**src/clk_sup_defs.vh**
```
// Constants for the clock supervisor counter block.
`ifndef CLK_SUP_DEFS_VH
`define CLK_SUP_DEFS_VH
`define CTRL_OFFSET     12'hFE9
`define RESULT_OFFSET   12'hFEA
`define CTRL_IDX        12'hFE9
`define RESULT_IDX      12'hFEA
`define CTRL_ENABLE_BIT 0
`define CTRL_WIN_LSB    1
`define CTRL_WIN_MSB    3
`define CTRL_SRC_BIT    4
`define CTRL_RESET      8'h00
`define RESULT_RESET    8'h00
`define CTRL_WMASK      8'h1F
`define STOP_EDGES      2'h2
`endif

```
**src/clk_sync.v**
```verilog
// Two-flop synchroniser with rising and falling edge detection on the synchronised level.
`timescale 1ns/10ps
`default_nettype none
module clk_sync (
    input  wire ref_clk_i,  // System clock.
    input  wire rstn_i,     // Asynchronous reset, active low.
    input  wire d_i,        // Asynchronous level.
    output wire q_o,        // Synchronised level.
    output wire rise_o,     // One-cycle pulse on a rising edge.
    output wire fall_o      // One-cycle pulse on a falling edge.
);
    reg s1;
    reg s2;
    reg s3;
    always @(posedge ref_clk_i or negedge rstn_i) begin
        if (!rstn_i) begin
            s1 <= 1'b0;
            s2 <= 1'b0;
            s3 <= 1'b0;
        end else begin
            s1 <= d_i;
            s2 <= s1;
            s3 <= s2;
        end
    end
    assign q_o    = s2;
    assign rise_o = s2 & ~s3;
    assign fall_o = ~s2 & s3;
endmodule
`default_nettype wire

```
**src/clk_sup.v**
```verilog
// Clock supervisor counter with APB control and result registers.
// Behaviour
// RULE1: Result register holds the count reached when counting stopped.
// RULE2: Result register clears to zero on system reset.
// RULE3: Enable going zero to one clears the result and starts measuring.
// RULE4: Enable going one to zero while running clears the result.
// RULE5: Two window falling edges after the external clock stops clear the result.
// RULE6: Result reads zero while the counter runs with enable set.
// RULE7: Software compares the read count against the selected window interval.
// RULE8: Writes to the result register are ignored.
// RULE9: Software selects the window from eight time-base intervals.
// RULE10: Software selects main or sub oscillation clock as count source.
// RULE11: Counter advances by window interval or by external clock edges; the code advances it only on selected source clock edges while counting.
`timescale 1ns/10ps
`default_nettype none
`include "clk_sup_defs.vh"
module clk_sup (
    input  wire        ref_clk_i,    // System clock, 100 MHz.
    input  wire        rstn_i,       // Asynchronous reset, active low.
    input  wire        psel,         // APB select.
    input  wire        penable,      // APB enable.
    input  wire        pwrite,       // APB direction, high for write.
    input  wire [13:0] paddr,        // APB byte address.
    input  wire [31:0] pwdata,       // APB write data.
    output wire        pready,       // APB ready, always high.
    output wire        pslverr,      // APB error on unmapped address.
    output wire [31:0] prdata,       // APB read data.
    input  wire [7:0]  tbt_i,        // Time-base timer interval outputs.
    input  wire        main_osc_i,   // Main oscillation clock.
    input  wire        sub_osc_i,    // Sub-oscillation clock.
    output wire        running_o     // Counter is measuring.
);
    localparam ST_IDLE  = 3'b001;
    localparam ST_WAIT  = 3'b010;
    localparam ST_COUNT = 3'b100;

    reg  [7:0] ctrl;
    reg  [7:0] result;
    reg  [7:0] count;
    reg  [2:0] state;
    reg  [2:0] next_state;
    reg  [1:0] idle_falls;
    reg  [31:0] rdata;
    wire [7:0] tbt_q;
    wire [7:0] tbt_fall;
    wire       main_rise;
    wire       sub_rise;
    wire       main_q;
    wire       sub_q;

    genvar g;
    generate
        for (g = 0; g < 8; g = g + 1) begin : g_tbt
            clk_sync u_sync (
                .ref_clk_i (ref_clk_i),
                .rstn_i    (rstn_i),
                .d_i       (tbt_i[g]),
                .q_o       (tbt_q[g]),
                .rise_o    (),
                .fall_o    (tbt_fall[g])
            );
        end
    endgenerate
    clk_sync u_main (
        .ref_clk_i (ref_clk_i),
        .rstn_i    (rstn_i),
        .d_i       (main_osc_i),
        .q_o       (main_q),
        .rise_o    (main_rise),
        .fall_o    ()
    );
    clk_sync u_sub (
        .ref_clk_i (ref_clk_i),
        .rstn_i    (rstn_i),
        .d_i       (sub_osc_i),
        .q_o       (sub_q),
        .rise_o    (sub_rise),
        .fall_o    ()
    );

    wire [2:0] win_sel  = ctrl[`CTRL_WIN_MSB:`CTRL_WIN_LSB]; // RULE9
    wire       win_fall = tbt_fall[win_sel];                 // RULE9
    wire       src_edge = ctrl[`CTRL_SRC_BIT] ? sub_rise : main_rise; // RULE10
    wire       enable   = ctrl[`CTRL_ENABLE_BIT];

    wire wr_acc  = psel & penable & pwrite;
    wire hit_ctl = (paddr == {`CTRL_OFFSET, 2'b00});
    wire hit_res = (paddr == {`RESULT_OFFSET, 2'b00});
    wire mapped  = hit_ctl | hit_res;
    wire ctl_wr  = wr_acc & hit_ctl;
    wire [7:0] new_ctrl = pwdata[7:0] & `CTRL_WMASK;
    wire en_rise = ctl_wr & ~enable & new_ctrl[`CTRL_ENABLE_BIT];
    wire en_fall = ctl_wr & enable & ~new_ctrl[`CTRL_ENABLE_BIT];

    assign pready    = 1'b1;
    assign pslverr   = psel & penable & ~mapped;
    assign prdata    = rdata;
    assign running_o = (state != ST_IDLE);

    // Hardware drops the enable bit itself when the window closes.
    always @(posedge ref_clk_i or negedge rstn_i) begin
        if (!rstn_i) begin
            ctrl <= `CTRL_RESET;
        end else begin
            if (ctl_wr) begin
                ctrl <= new_ctrl;
            end
            // The stop edge wins over a write that keeps the enable bit set.
            if (state == ST_COUNT && win_fall) begin
                ctrl[`CTRL_ENABLE_BIT] <= 1'b0;
            end
        end
    end

    // First window falling edge starts counting, the second stops it.
    always @* begin
        next_state = state;
        case (state)
            ST_IDLE: begin
                if (en_rise) begin
                    next_state = ST_WAIT;
                end
            end
            ST_WAIT: begin
                if (en_fall) begin
                    next_state = ST_IDLE;
                end else if (win_fall) begin
                    next_state = ST_COUNT;
                end
            end
            ST_COUNT: begin
                if (en_fall || win_fall) begin
                    next_state = ST_IDLE;
                end
            end
            default: begin
                next_state = ST_IDLE;
            end
        endcase
    end

    always @(posedge ref_clk_i or negedge rstn_i) begin
        if (!rstn_i) begin
            state      <= ST_IDLE;
            count      <= 8'h00;
            result     <= `RESULT_RESET;            // RULE2
            idle_falls <= 2'h0;
        end else begin
            state <= next_state;
            if (en_rise) begin
                count      <= 8'h00;
                result     <= 8'h00;                // RULE3
                idle_falls <= 2'h0;
            end else if (en_fall) begin
                result <= 8'h00;                    // RULE4
                count  <= 8'h00;
            end else if (state == ST_COUNT) begin
                result <= 8'h00;                    // RULE6
                if (win_fall) begin
                    result     <= count;            // RULE1
                    idle_falls <= 2'h0;
                end else if (src_edge && count != 8'hFF) begin
                    count <= count + 8'h01;         // RULE11
                end
            end else if (state == ST_WAIT) begin
                result <= 8'h00;                    // RULE6
            end else if (src_edge) begin
                idle_falls <= 2'h0;
            end else if (win_fall && idle_falls != `STOP_EDGES) begin
                idle_falls <= idle_falls + 2'h1;
                if (idle_falls + 2'h1 == `STOP_EDGES) begin
                    result <= 8'h00;                // RULE5
                end
            end
        end
    end

    // The result register has no write path at all.
    always @* begin
        rdata = 32'h00000000;
        if (hit_ctl) begin
            rdata[7:0] = ctrl;
        end else if (hit_res) begin
            rdata[7:0] = result;                    // RULE8
        end
    end

    wire unused_ok = &{1'b0, tbt_q, main_q, sub_q, pwdata[31:8]};
endmodule
`default_nettype wire

```
**config.mk**
```make
export PLATFORM = sky130hd
export DESIGN_NAME = clk_sup
export DESIGN_NICKNAME = d
export VERILOG_FILES = /design/src/clk_sync.v /design/src/clk_sup.v
export VERILOG_INCLUDE_DIRS = /design/src
export SDC_FILE = /design/constraint.sdc
export NUM_CORES = 1
export LEC_CHECK = 0
export BUFFER_PORTS_ARGS = -buffer_cell sky130_fd_sc_hd__buf_2
export CORE_ASPECT_RATIO = 1.5
export CORE_MARGIN = 2
export CORE_UTILIZATION = 44
export CTS_CLUSTER_DIAMETER = 40
export DETAILED_ROUTE_END_ITERATION = 7
export PLACE_DENSITY = 0.82
export SLEW_MARGIN = 20
export SYNTH_ARGS = -nofsm -noshare
export SYNTH_HDL_FRONTEND = slang
export SYNTH_SLANG_ARGS = --single-unit
```
**constraint.sdc**
```tcl
create_clock -name ref_clk_i -period 1.8 [get_ports ref_clk_i]
set_clock_uncertainty 0.05 [all_clocks]
set_input_delay 0.18 -clock ref_clk_i [delete_from_list [all_inputs] [get_ports ref_clk_i]]
set_output_delay 0.18 -clock ref_clk_i [all_outputs]
set_load 0.1 [all_outputs]
```
Word level (Yosys, flattened, before mapping)
Cells that the tools add are included.

Bits in writable memories: 0. Output and inout port bits: 35. Memory bits (read-only): 0. Memories kept: 0. Latch bits: 0. Register bits: 56.

Bitwise gates (word level): 32. Divide/modulo/power cells: 0. Multipliers: 0. Magnitude comparators: 1. Muxes and demuxes: 32. Eq/ne operators: 17. Add/subtract/negate cells: 2. Reduce and logical (&&, ||, !) cells: 14. Shift operators: 0.

Operator list (count): 8-bit two-way mux (15); 14-bit equality test, second input constant (2); 1-bit AND (18); 2-bit two-way mux (7); 1-bit inverter (13); 3-bit two-way mux (4); 5-bit nonzero test (2); 3-bit inequality test, second input constant (3); 3-bit case mux with 3 select lines (1); 3-bit AND reduction (3); 8-bit by 1-bit adder with 8-bit output, second input constant (1); 8-bit inequality test, second input constant (1); 2-bit inequality test, second input constant (3); 3-bit by 1-bit inequality test with 1-bit output, second input constant (2); 3-bit nonzero test (2); 5-bit by 1-bit inequality test with 1-bit output, second input constant (1); 3-bit by 4-bit < comparator with 1-bit output, second input constant (1); 1-bit two-way mux (4); 4-bit AND reduction (1); 4-bit nonzero test (1); 1-bit binary-select mux with 3-bit select (1); 3-bit by 1-bit equality test with 1-bit output, second input constant (1); 3-bit by 2-bit equality test with 1-bit output, second input constant (1); 3-bit equality test, second input constant (1); other kinds (7) (9).

Depth between registers and ports, before layout
Gate-level depths: netlist of the first run.

Word-level depth: 11. Depth in mapped cells: 7.

Hierarchy
From an unflattened synthesis of the first run, not the netlist that was laid out.

Cell total of the unflattened synthesis: 236. Area total of the unflattened synthesis: 2677.6 µm².

By module, submodules not included: clk_sup (cells each 186, seq. area each 651.9 µm², area each 1776.7 µm², times used 1); clk_sync (cells each 5, seq. area each 75.1 µm², area each 90.1 µm², times used 10).

Worst setup path before layout of the first run
OpenSTA, ideal clock, no wires.

Path kind: input to output. From: in paddr[1]. To: out prdata[0]. Buffers on the path: 0. Arrival time: 1.945 ns. Setup slack: -0.375 ns. Stages: 3. Data required time: 1.570 ns. Path through: nor4b_1 > nand2_1 > nor2_1.

Cells in the longest elaborated chain, start to end: 3. Elaborated cells between the ends (all ways): 4. Those cells by class: 2 x eq/ne; 2 x mux.

Ends and longest elaborated chain: start: declaration (line clk_sup.v:23) `input wire [13:0] paddr,`; 14-bit equality test (line clk_sup.v:88) `` wire hit_res = (paddr == {`RESULT_OFFSET, 2'b00}); ``; 8-bit two-way mux (line clk_sup.v:183) `end else if (hit_res) begin`; 8-bit two-way mux * (line clk_sup.v:181) `if (hit_ctl) begin`; end: declaration (line clk_sup.v:27) `output wire [31:0] prdata,`.

Mark *: on every way between the ends. The rest lies on a longest branch, timed or not.

Worst setup path after layout of the first run
From: reg g_tbt[7].u_sync.s3. To: reg count[3].

Cells in the longest elaborated chain, start to end: 5.

Ends and longest elaborated chain: start: declaration (line clk_sync.v:14) `reg s3;`; start signal: assignment (line clk_sync.v:19) `s3 <= 1'b0;`; start signal: assignment (line clk_sync.v:23) `s3 <= s2;`; 1-bit AND (line clk_sync.v:28) `assign fall_o = ~s2 & s3;`; 1-bit binary-select mux with 3-bit select (line clk_sup.v:82) `wire win_fall = tbt_fall[win_sel];`; 1-bit two-way mux (implied by the code) (line clk_sup.v:82); 3-bit by 1-bit inequality test with 1-bit output (no source line); 3-bit AND reduction (no source line); end signal: assignment (line clk_sup.v:163) `count <= count + 8'h01;`; end: declaration (line clk_sup.v:39) `reg [7:0] count;`.

No other way between the ends. The select of a mux whose other input is x is not followed. A chain may end at the register's enable or synchronous reset.

==> results.cfg, run 1 <==
[clock_network]
clock_latency_ns = 0.32
cts-root-buf = clkbuf_8
cts_sinks = 56
cts_tree = yes
cts.path.max_buffers = 2
clk_pin_slew_ns = 0.11
numCtsBuffers = 5
cts_max_level = 2

[pwr]
p_sw_uw = 898.0
power.leakage_uw = 0.001651
ir_drop_mv = 0.7417
power_frac_comb_pct = 22.0
p_int_uw = 1810
p_total_uw = 2708
p_sw_share_pct = 33.17
power_density_nw_per_um2 = 755.6
seqPwrFrac_pct = 50.6
clkPwrFrac_pct = 27.3

[timing]
rsz0062_at_grt = true
setup_violations = 22
maxSlewViolCount = 0
min_period_over_period_pct = 116.4
relSlewSlack_pct = 63.67
min_period_ns = 2.096
hold_slack_ns = 0.05711
setup_slack_ns = -0.2957
max_freq_mhz = 477.2
worstMarginPinSlew_ns = 0.5433
finalHoldViolCount = 0

[logic_synthesis]
avgSynthCellArea_um2 = 11.57
ys_async_sr_fraction_pct = 100.0
syn_area_um2 = 2614
yosys_warnings = 0
synth_ff_type = dfrtp_1
ys_ff_latch = 56
yosysTopAreaCellShare_pct = 52.66
synth_most_common_cell = dfrtp_1
synthTopCellsByCount = 55 x dfrtp_1, 25 x buf_4, 13 x nor2b_1
synth_area_leaders = dfrtp_1 53%, buf_4 7.2%, nor2b_1 3.1%
yosysUniqueCellTypes = 48
synth-edff-count = 0
ys_seq_area_share_pct = 53.66
syn_inst = 226
yosys.area.top_type = dfrtp_1

[placed_design]
place_congestion = 0.8081
place_hpwl_um = 4013
io_buffers = 43

[die]
fp.dieH_um = 98.40
core_um2 = 5786
rows = 34
die_area_um2 = 6586
dieWidth_um = 66.93
start_util_pct = 45.18
num_io_pins = 96

[grt]
grt.overflow.total = 0
antenna_found_initial = 0
grt_pass1_vias = 2099
grt_max_degree = 47
grt_pass1_wl_um = 9308
grt_usage_pct = 18.65

[cells_and_area]
area_growth_pct = 37.10
final_core_util_pct = 61.94
nNetsFinal = 381
drive_gt1_share_pct = 41.51
antenna_cells = 0

[setup_path]
crit_fanout = 4
cp-start-kind = flip-flop
r2r_cells = 5
setup.worst_path.start = g_tbt[7].u_sync.s3
slowest_stage = mux4_2
worstPathArrival_ns = 2.26
regToRegStartpoint = g_tbt[7].u_sync.s3
worstPathCellList = nor2b_1 > mux4_2 > o22a_4 > or4_4 > a32oi_2
crit_type = reg -> reg
slowest_delay_ns = 0.50
cp.required_ns = 1.97
endpoint_kind = flip-flop

[outcome]
violations = negative setup slack
status = complete, but fails checks

[detailed_routing]
vias = 1995
drc = 0
wl_per_cell_um = 14.68
antenna_left = 0
post_drt_via_cell_ratio = 5.115
drt_iter0_markers = 116
drt-pass1-iter-count = 4
drt_wl_total_um = 5725

[hold_path]
hold_class = in -> reg
whs_path_depth = 2
hp-start = pwdata[3]

[run]
maxCapViolations = 0
==> cell usage in the layout (no fill, tap or decap), types with 3 or more instances in the layout <==
cell / Yosys / routed
buf_12: 0 / 9
and3_2: 0 / 4
a21oi_2: 0 / 4
buf_4: 25 / 39
conb_1: 2 / 25
a22oi_1: 5 / 5
inv_1: 4 / 4
nand3_1: 8 / 8
dlygate4sd3_1: 0 / 11
nor2b_1: 13 / 13
nor3b_2: 1 / 3
mux2i_1: 5 / 5
and3_1: 9 / 4
nor2_1: 9 / 9
mux2_2: 5 / 4
nand2_1: 8 / 8
nand2b_1: 7 / 7
a22o_1: 9 / 8
dfrtp_1: 55 / 54
buf_2: 5 / 33
ha_1: 3 / 3
nor3_4: 0 / 3
o21ai_0: 4 / 4
clkbuf_8: 0 / 5
==> final timing paths <==
check / end / slack, ns
max: count[3] / -0.30
min: ctrl[3] / 0.06
max reg2reg: count[3] / -0.30
min reg2reg: g_tbt[7].u_sync.q_o / 0.31
max in group asynchronous: state[0] / 0.90
min in group asynchronous: count[2] / 0.23
==> metrics by stage <==
stage               setup TNS, ns  setup WS (ns)  instances  cell area [um^2]
floorplan                  -2.798        -0.3753        249              2788
global placement           -2.246        -0.2105        368              3257
detailed placement         -4.108        -0.3169        368              3257
CTS                        -4.433        -0.2962        390              3545
global route               -5.394        -0.3252        390              3583
finish                     -4.216        -0.2957        390              3583
==> sequential cells by signal (all words and copies together), names as in the netlist <==
register	count
g_tbt.u_sync.s3	8
g_tbt.u_sync.s1	8
state	3
ctrl	5
u_main.s1	1
u_sub.s3	1
idle_falls	2
u_sub.q_o	1
count	8
u_sub.s1	1
u_main.q_o	1
u_main.s3	1
result	8
g_tbt.u_sync.q_o	8
==> logic make-up after synthesis <==
group	synth area share, %
buffers and inverters	9.143
AND/OR/NAND/NOR	16.90
XOR/XNOR	0.3351
other	0.2873
adder cells (fa/ha/maj)	1.436
flip-flops	53.66
AO/OA/AOI/OAI	12.45
multiplexers	5.792
==> power by group through the flow <==
stage	Sequential, uW	Clock, uW	Combinational (uW)
2_1_floorplan	1390	0	439
3_3_place_gp	1390	0	524
3_5_place_dp	1400	0	538
4_1_cts	1370	761	586
5_1_grt	1380	811	638
6_report	1370	740	597
==> worst max-delay path: cells and delay by family, from the launching register on <==
family / cells / cell delay, ns
AND/OR/NAND/NOR: 2 / 0.61
multiplexers: 1 / 0.50
AO/OA/AOI/OAI: 2 / 0.47
flip-flops: 1 / 0.37
==> what timing repair did <==
| item | CTS | global route |
|---|---|---|
| endpoints found under the setup margin | 23 | 24 |
| pin swaps | 8 | 6 |
| endpoints found under the hold margin | 26 | 0 |
| resized for setup | 11 | 12 |
| setup buffers | 3 | 0 |
| hold buffers | 11 | 0 |
| cloned | 0 | 0 |
==> per-layer routing <==
metal | vias up | part of all wire [%] | GRT usage (%)
li1 | 942 | - | -
met1 | 964 | 36 | 21.33
met2 | 76 | 56 | 34.38
met3 | 13 | 5.5 | 3.111
met4 | 0 | 2.2 | 5.808
met5 | - | 0 | 0
==> area by class of cell <==
class                   instances  area [um^2]
clock buffers                   5        68.82
clock inverters                 3        28.78
fillers                       456         2202
inverters                       4        15.01
multi-input cells             156         1206
flip-flops and latches         56         1404
well taps                      72        90.09
repair buffers                 94        770.7
Note: power is estimated with default switching activity, not from simulation.
==> inputs of run 2 (changes only) <==
--- a/config.mk
+++ b/config.mk
@@ -7,12 +7,15 @@
 export NUM_CORES = 1
 export LEC_CHECK = 0
 export BUFFER_PORTS_ARGS = -buffer_cell sky130_fd_sc_hd__buf_2
+export CELL_PAD_IN_SITES_DETAIL_PLACEMENT = 0
+export CELL_PAD_IN_SITES_GLOBAL_PLACEMENT = 1
 export CORE_ASPECT_RATIO = 1.5
 export CORE_MARGIN = 2
-export CORE_UTILIZATION = 44
+export CORE_UTILIZATION = 34
 export CTS_CLUSTER_DIAMETER = 40
 export DETAILED_ROUTE_END_ITERATION = 7
-export PLACE_DENSITY = 0.82
+export PLACE_DENSITY = 0.83
+export RECOVER_POWER = 50
 export SLEW_MARGIN = 20
 export SYNTH_ARGS = -nofsm -noshare
 export SYNTH_HDL_FRONTEND = slang
==> run 2 against run 1 <==
The flow still finishes with violations (negative setup slack). Worst hold slack improved by 0.0058 ns. Routed wire length decreased by 5.2%. Sequential share of layout area decreased by 0.90 points. Non-clock buffer count increased by 3. Design area increased by 2.3%. Power increased by 8.5%.
==> results.cfg, run 2 (synthesis results as in run 1) <==
[cells_and_area]
final_cell_mix = 55 x dfrtp_1, 39 x buf_4, 32 x buf_2
drive_gt1_share_pct = 39.25
final_core_util_pct = 48.77
area_growth_pct = 40.21
nNetsFinal = 384
antenna_cells = 0
design_area_um2 = 3665
mostFrequentLayoutCell = dfrtp_1
fillers = 689

[run]
maxCapViolations = 0

[setup_path]
worstPathArrival_ns = 2.18
cp-start-kind = flip-flop
crit_fanout = 5
cp.required_ns = 1.96
regToRegStartpoint = g_tbt[7].u_sync.s3
endpoint_kind = flip-flop
crit_type = reg -> reg
setup.worst_path.start = g_tbt[7].u_sync.s3

[clock_network]
clock_latency_ns = 0.30
clk_pin_slew_ns = 0.07
cts_max_level = 2
cts_sinks = 56
numCtsBuffers = 5
cts_tree = yes
cts-root-buf = clkbuf_16
cts.path.max_buffers = 2

[detailed_routing]
post_drt_via_cell_ratio = 4.742
drc = 0
antenna_left = 0
drt-pass1-iter-count = 5
vias = 2006
wl_per_cell_um = 12.83
drt_wl_total_um = 5429
drt_iter0_markers = 87

[pwr]
p_sw_uw = 900.2
power_density_nw_per_um2 = 801.4
ir_drop_mv = 0.6614
p_int_uw = 2037
clkPwrFrac_pct = 33.6
power_frac_comb_pct = 19.6
seqPwrFrac_pct = 46.8
power.leakage_uw = 0.001681
p_sw_share_pct = 30.65

[placed_design]
io_buffers = 43
post_dp_cell_area_um2 = 3317
place_hpwl_um = 4114
place_congestion = 0.7802

[hold_path]
hp-start = pwdata[4]
hold_class = in -> reg

[timing]
hold_slack_ns = 0.06294
relSlewSlack_pct = 24.57
max_freq_mhz = 495.2
maxSlewViolCount = 0
setup_violations = 21
setup_slack_ns = -0.2193
rsz0062_at_grt = true
worstMarginPinSlew_ns = 1.131
final.setup.tns_ns = -3.466
min_period_over_period_pct = 112.2
min_period_ns = 2.019
finalHoldViolCount = 0

[grt]
grt_usage_pct = 13.99
antenna_found_initial = 0
met3_usage_pct = 2.262
grt_pass1_wl_um = 8942
grt_pass1_vias = 2010
grt_max_degree = 38
met2_usage_pct = 25.51
grt.overflow.total = 0
busiest_layer = met2
grt_use_met1_pct = 15.11

[die]
core_um2 = 7515
rows = 39
start_util_pct = 34.78
dieWidth_um = 75.59
fp.dieH_um = 111.4
num_io_pins = 96
die_area_um2 = 8420

[outcome]
violations = negative setup slack
status = complete, but fails checks
-- run 2: changes by cell type in the layout (fill, tap and decap cells not counted), moves of 2 or more --
| cell | previous run | this run |
|---|---|---|
| a21oi_1 | 1 | 3 |
| a21oi_2 | 4 | 2 |
| buf_6 | 2 | 6 |
| clkbuf_16 | 0 | 5 |
| clkbuf_8 | 5 | 0 |
| inv_6 | 2 | 0 |
| o31ai_2 | 2 | 0 |
-- run 2: final timing paths --
check                                      endpoint  slack (ns)  cells after the start
worst max-delay path                       count[3]       -0.22                      5
worst min-delay path                        ctrl[4]        0.06                      2
worst max register to register             count[3]       -0.22                      5
worst min register to register  g_tbt[7].u_sync.q_o        0.30                      0
max in group asynchronous                  count[6]        0.24                      3
min in group asynchronous        g_tbt[3].u_sync.s3        0.56                      2
-- run 2: timing repair --
action / 4_1_cts / 5_1_grt
setup buffers: 3 / 0
pin swaps: 12 / 1
hold buffers: 11 / 0
resized for setup: 14 / 4
endpoints found under the setup margin: 22 / 24
hold endpoints to repair: 28 / 0
-- run 2: final cells by class --
class | instances | area [um^2] | share of cell area [%]
multi-input combinational | 156 | 1172 | 31.99
clock inverter | 3 | 27.53 | 0.7511
tap | 102 | 127.6 | 3.482
inverter | 4 | 15.01 | 0.4097
timing repair buffer | 97 | 794.5 | 21.68
sequential | 56 | 1403 | 38.27
clock buffer | 5 | 125.1 | 3.414
-- run 2: routing by layer --
metal / vias up / wire, um
met3: 9 / 242
met4: 0 / 112
met1: 977 / 1989
met5: - / 0
li1: 948 / -
met2: 72 / 3085
-- run 2: stage by stage --
| stage | power [uW] | setup slack (ns) | instances |
|---|---|---|---|
| floorplan | 1829 | -0.3753 | 249 |
| global placement | 1912 | -0.2101 | 401 |
| detailed placement | 1930 | -0.2793 | 401 |
| CTS | 2967 | -0.2165 | 423 |
| global route | 3062 | -0.2946 | 423 |
| finish | 2937 | -0.2193 | 423 |
-- run 2: power by group through the flow --
stage	logic [uW]	registers [uW]	clock network, uW
finish	576	1370	988
global route	613	1380	1070
CTS	579	1370	1010
detailed placement	533	1400	0
global placement	521	1390	0
floorplan	439	1390	0
-- run 2: worst max-delay path, cell delays in order, from the launching register on --
cell	delay, ns
dfrtp_1	0.35
nor2b_1	0.12
mux4_2	0.47
o22a_2	0.29
or4_1	0.48
a32oi_1	0.17
==> inputs of run 3 (changes only) <==
--- a/config.mk
+++ b/config.mk
@@ -14,7 +14,8 @@
 export CORE_UTILIZATION = 34
 export CTS_CLUSTER_DIAMETER = 40
 export DETAILED_ROUTE_END_ITERATION = 7
-export PLACE_DENSITY = 0.83
+export GPL_TIMING_DRIVEN = 0
+export PLACE_DENSITY_LB_ADDON = 0.1
 export RECOVER_POWER = 50
 export SLEW_MARGIN = 20
 export SYNTH_ARGS = -nofsm -noshare
==> constraint.sdc (replaced) <==
create_clock -name ref_clk_i -period 1.8 [get_ports ref_clk_i]
set_clock_uncertainty 0.05 [all_clocks]
set_input_delay 0.09 -clock ref_clk_i [delete_from_list [all_inputs] [get_ports ref_clk_i]]
set_output_delay 0.09 -clock ref_clk_i [all_outputs]
set_load 0.1 [all_outputs]
==> run 3 against run 2 <==
The run still ends with negative setup slack left. Clock power is 0.9% higher. Final cell count is 0.95% higher. Sequential share of layout area is 0.62 points higher. Routed wire length is 2.0% higher. Maximum frequency is 3.1% lower. Flip-flop and latch count stayed put. Core utilization is 0.73 points lower. Die area stayed put. Worst setup slack worse by 0.066 ns. Critical endpoint is now count[1]. Largest cell class unchanged.
==> results.cfg, run 3 (synthesis results as in run 1) <==
[die]
fp.dieH_um = 111.4
die_area_um2 = 8420
rows = 39
core_um2 = 7515
start_util_pct = 34.78
dieWidth_um = 75.59
num_io_pins = 96

[timing]
relSlewSlack_pct = 9.810
setup_slack_ns = -0.2849
finalHoldViolCount = 0
min_period_over_period_pct = 115.8
worstMarginPinSlew_ns = 1.353
min_period_ns = 2.085
max_freq_mhz = 479.6
setup_violations = 21
rsz0062_at_grt = true
final.setup.tns_ns = -3.560
maxSlewViolCount = 0

[clock_network]
cts_sinks = 56
cts_max_level = 2
cts.path.max_buffers = 2
cts_tree = yes
clk_pin_slew_ns = 0.08
clock_latency_ns = 0.30
cts-root-buf = clkbuf_16
numCtsBuffers = 5

[cells_and_area]
mostFrequentLayoutCell = dfrtp_1
final_cell_mix = 54 x dfrtp_1, 40 x buf_2, 36 x buf_4
post_layout_nonfiller_instances = 427
area_growth_pct = 38.10
antenna_cells = 0
fillers = 741
nNetsFinal = 388
drive_gt1_share_pct = 39.38

[setup_path]
cp.required_ns = 1.98
regToRegSetupSlack_ns = -0.28
endpoint_kind = flip-flop
cp-start-kind = flip-flop
crit_fanout = 8
crit_type = reg -> reg
slowest_delay_ns = 0.52
worstPathArrival_ns = 2.26
slowest_stage = mux4_2
worstPathCellList = nor2b_1 > mux4_2 > o22a_1 > buf_6 > or3b_1 > a21oi_2

[placed_design]
place_inst = 394
io_buffers = 43
place_congestion = 0.8076
place_hpwl_um = 3985

[detailed_routing]
vias = 1927
drt_iter0_markers = 93
antenna_left = 0
post_drt_via_cell_ratio = 4.513
drt_wl_total_um = 5537
wl_per_cell_um = 12.97
drc = 0
drt-pass1-iter-count = 4

[grt]
grt_max_degree = 57
antenna_found_initial = 0
grt_pass1_wl_um = 9197
grt.overflow.total = 0
grt_pass1_vias = 1939
grt_usage_pct = 14.37

[outcome]
status = complete, but fails checks
violations = negative setup slack

[pwr]
power_density_nw_per_um2 = 824.1
p_total_uw = 2975
ir_drop_mv = 0.8801
power.leakage_uw = 0.001686

[hold_path]
hold_class = in -> reg

[run]
maxCapViolations = 0
run 3: cell count changes in the layout (fill, tap and decap cells not counted), sizes merged:
cell         change
clkbuf           +5
dlygate4sd3      +4
buf              -5
run 3: per-layer routing:
metal	vias up	GRT usage [%]	part of all wire, %
li1	959	-	-
met1	905	17.38	41
met2	55	23.94	52
met3	8	3.077	4.6
met4	0	6.316	2.3
met5	-	0	0
run 3: layout make-up:
cell class              instances  area (um^2)  area share (%)
plain buffers                  33        249.0           6.898
clock buffers                   5        125.1           3.466
clock inverters                 3        27.53          0.7626
inverters                       4        15.01          0.4159
multi-input cells             156         1204           33.34
flip-flops and latches         56         1404           38.89
well taps                     102        127.6           3.536
repair buffers                 68        457.9           12.69
run 3: worst paths after layout:
path | from | end | cells after the start
setup reg to reg | g_tbt[7].u_sync.s3 | count[1] | 6
hold / removal | pwdata[0] | ctrl[0] | 3
max in group asynchronous | rstn_i | ctrl[1] | 2
min in group asynchronous | rstn_i | state[2] | 2
hold reg to reg | g_tbt[3].u_sync.s1 | g_tbt[3].u_sync.q_o | 0
setup / recovery | g_tbt[7].u_sync.s3 | count[1] | 6
run 3: timing repair:
item                                   in CTS  in global routing
endpoints found under the hold margin      69                  0
hold buffers                               15                  0
resized for setup                          14                 11
pin swaps                                  21                  7
buffers inserted                            8                  3
setup endpoints to repair                  25                 22
run 3: worst max-delay path, delay by kind of cell (launching register included):
kind,cells,cell delay [ns]
multiplexers,1,0.52
AO/OA/AOI/OAI,2,0.42
buffers and inverters,1,0.16
flip-flops,1,0.36
AND/OR/NAND/NOR,2,0.51
run 3: through the flow:
stage	utilization (%)	worst slack (ns)	hold slack, ns	instance area [um^2]
6_report	48.04	-0.2849	0.04020	3610
5_1_grt	48.04	-0.3444	0.07684	3610
4_1_cts	47.29	-0.2680	0.03340	3553
3_5_place_dp	41.68	-0.3739	0.1432	3132
3_3_place_gp	41.64	-0.3445	0.1473	3129
2_1_floorplan	-	-0.1953	-0.2556	2786
run 3: power by group:
group          leakage (uW)  total, uW  internal, uW  switching (uW)
logic              0.000926        594           205             388
registers          0.000688       1380          1330            56.1
clock network     0.0000719        997           529             468
total               0.00169       2970          2060             913
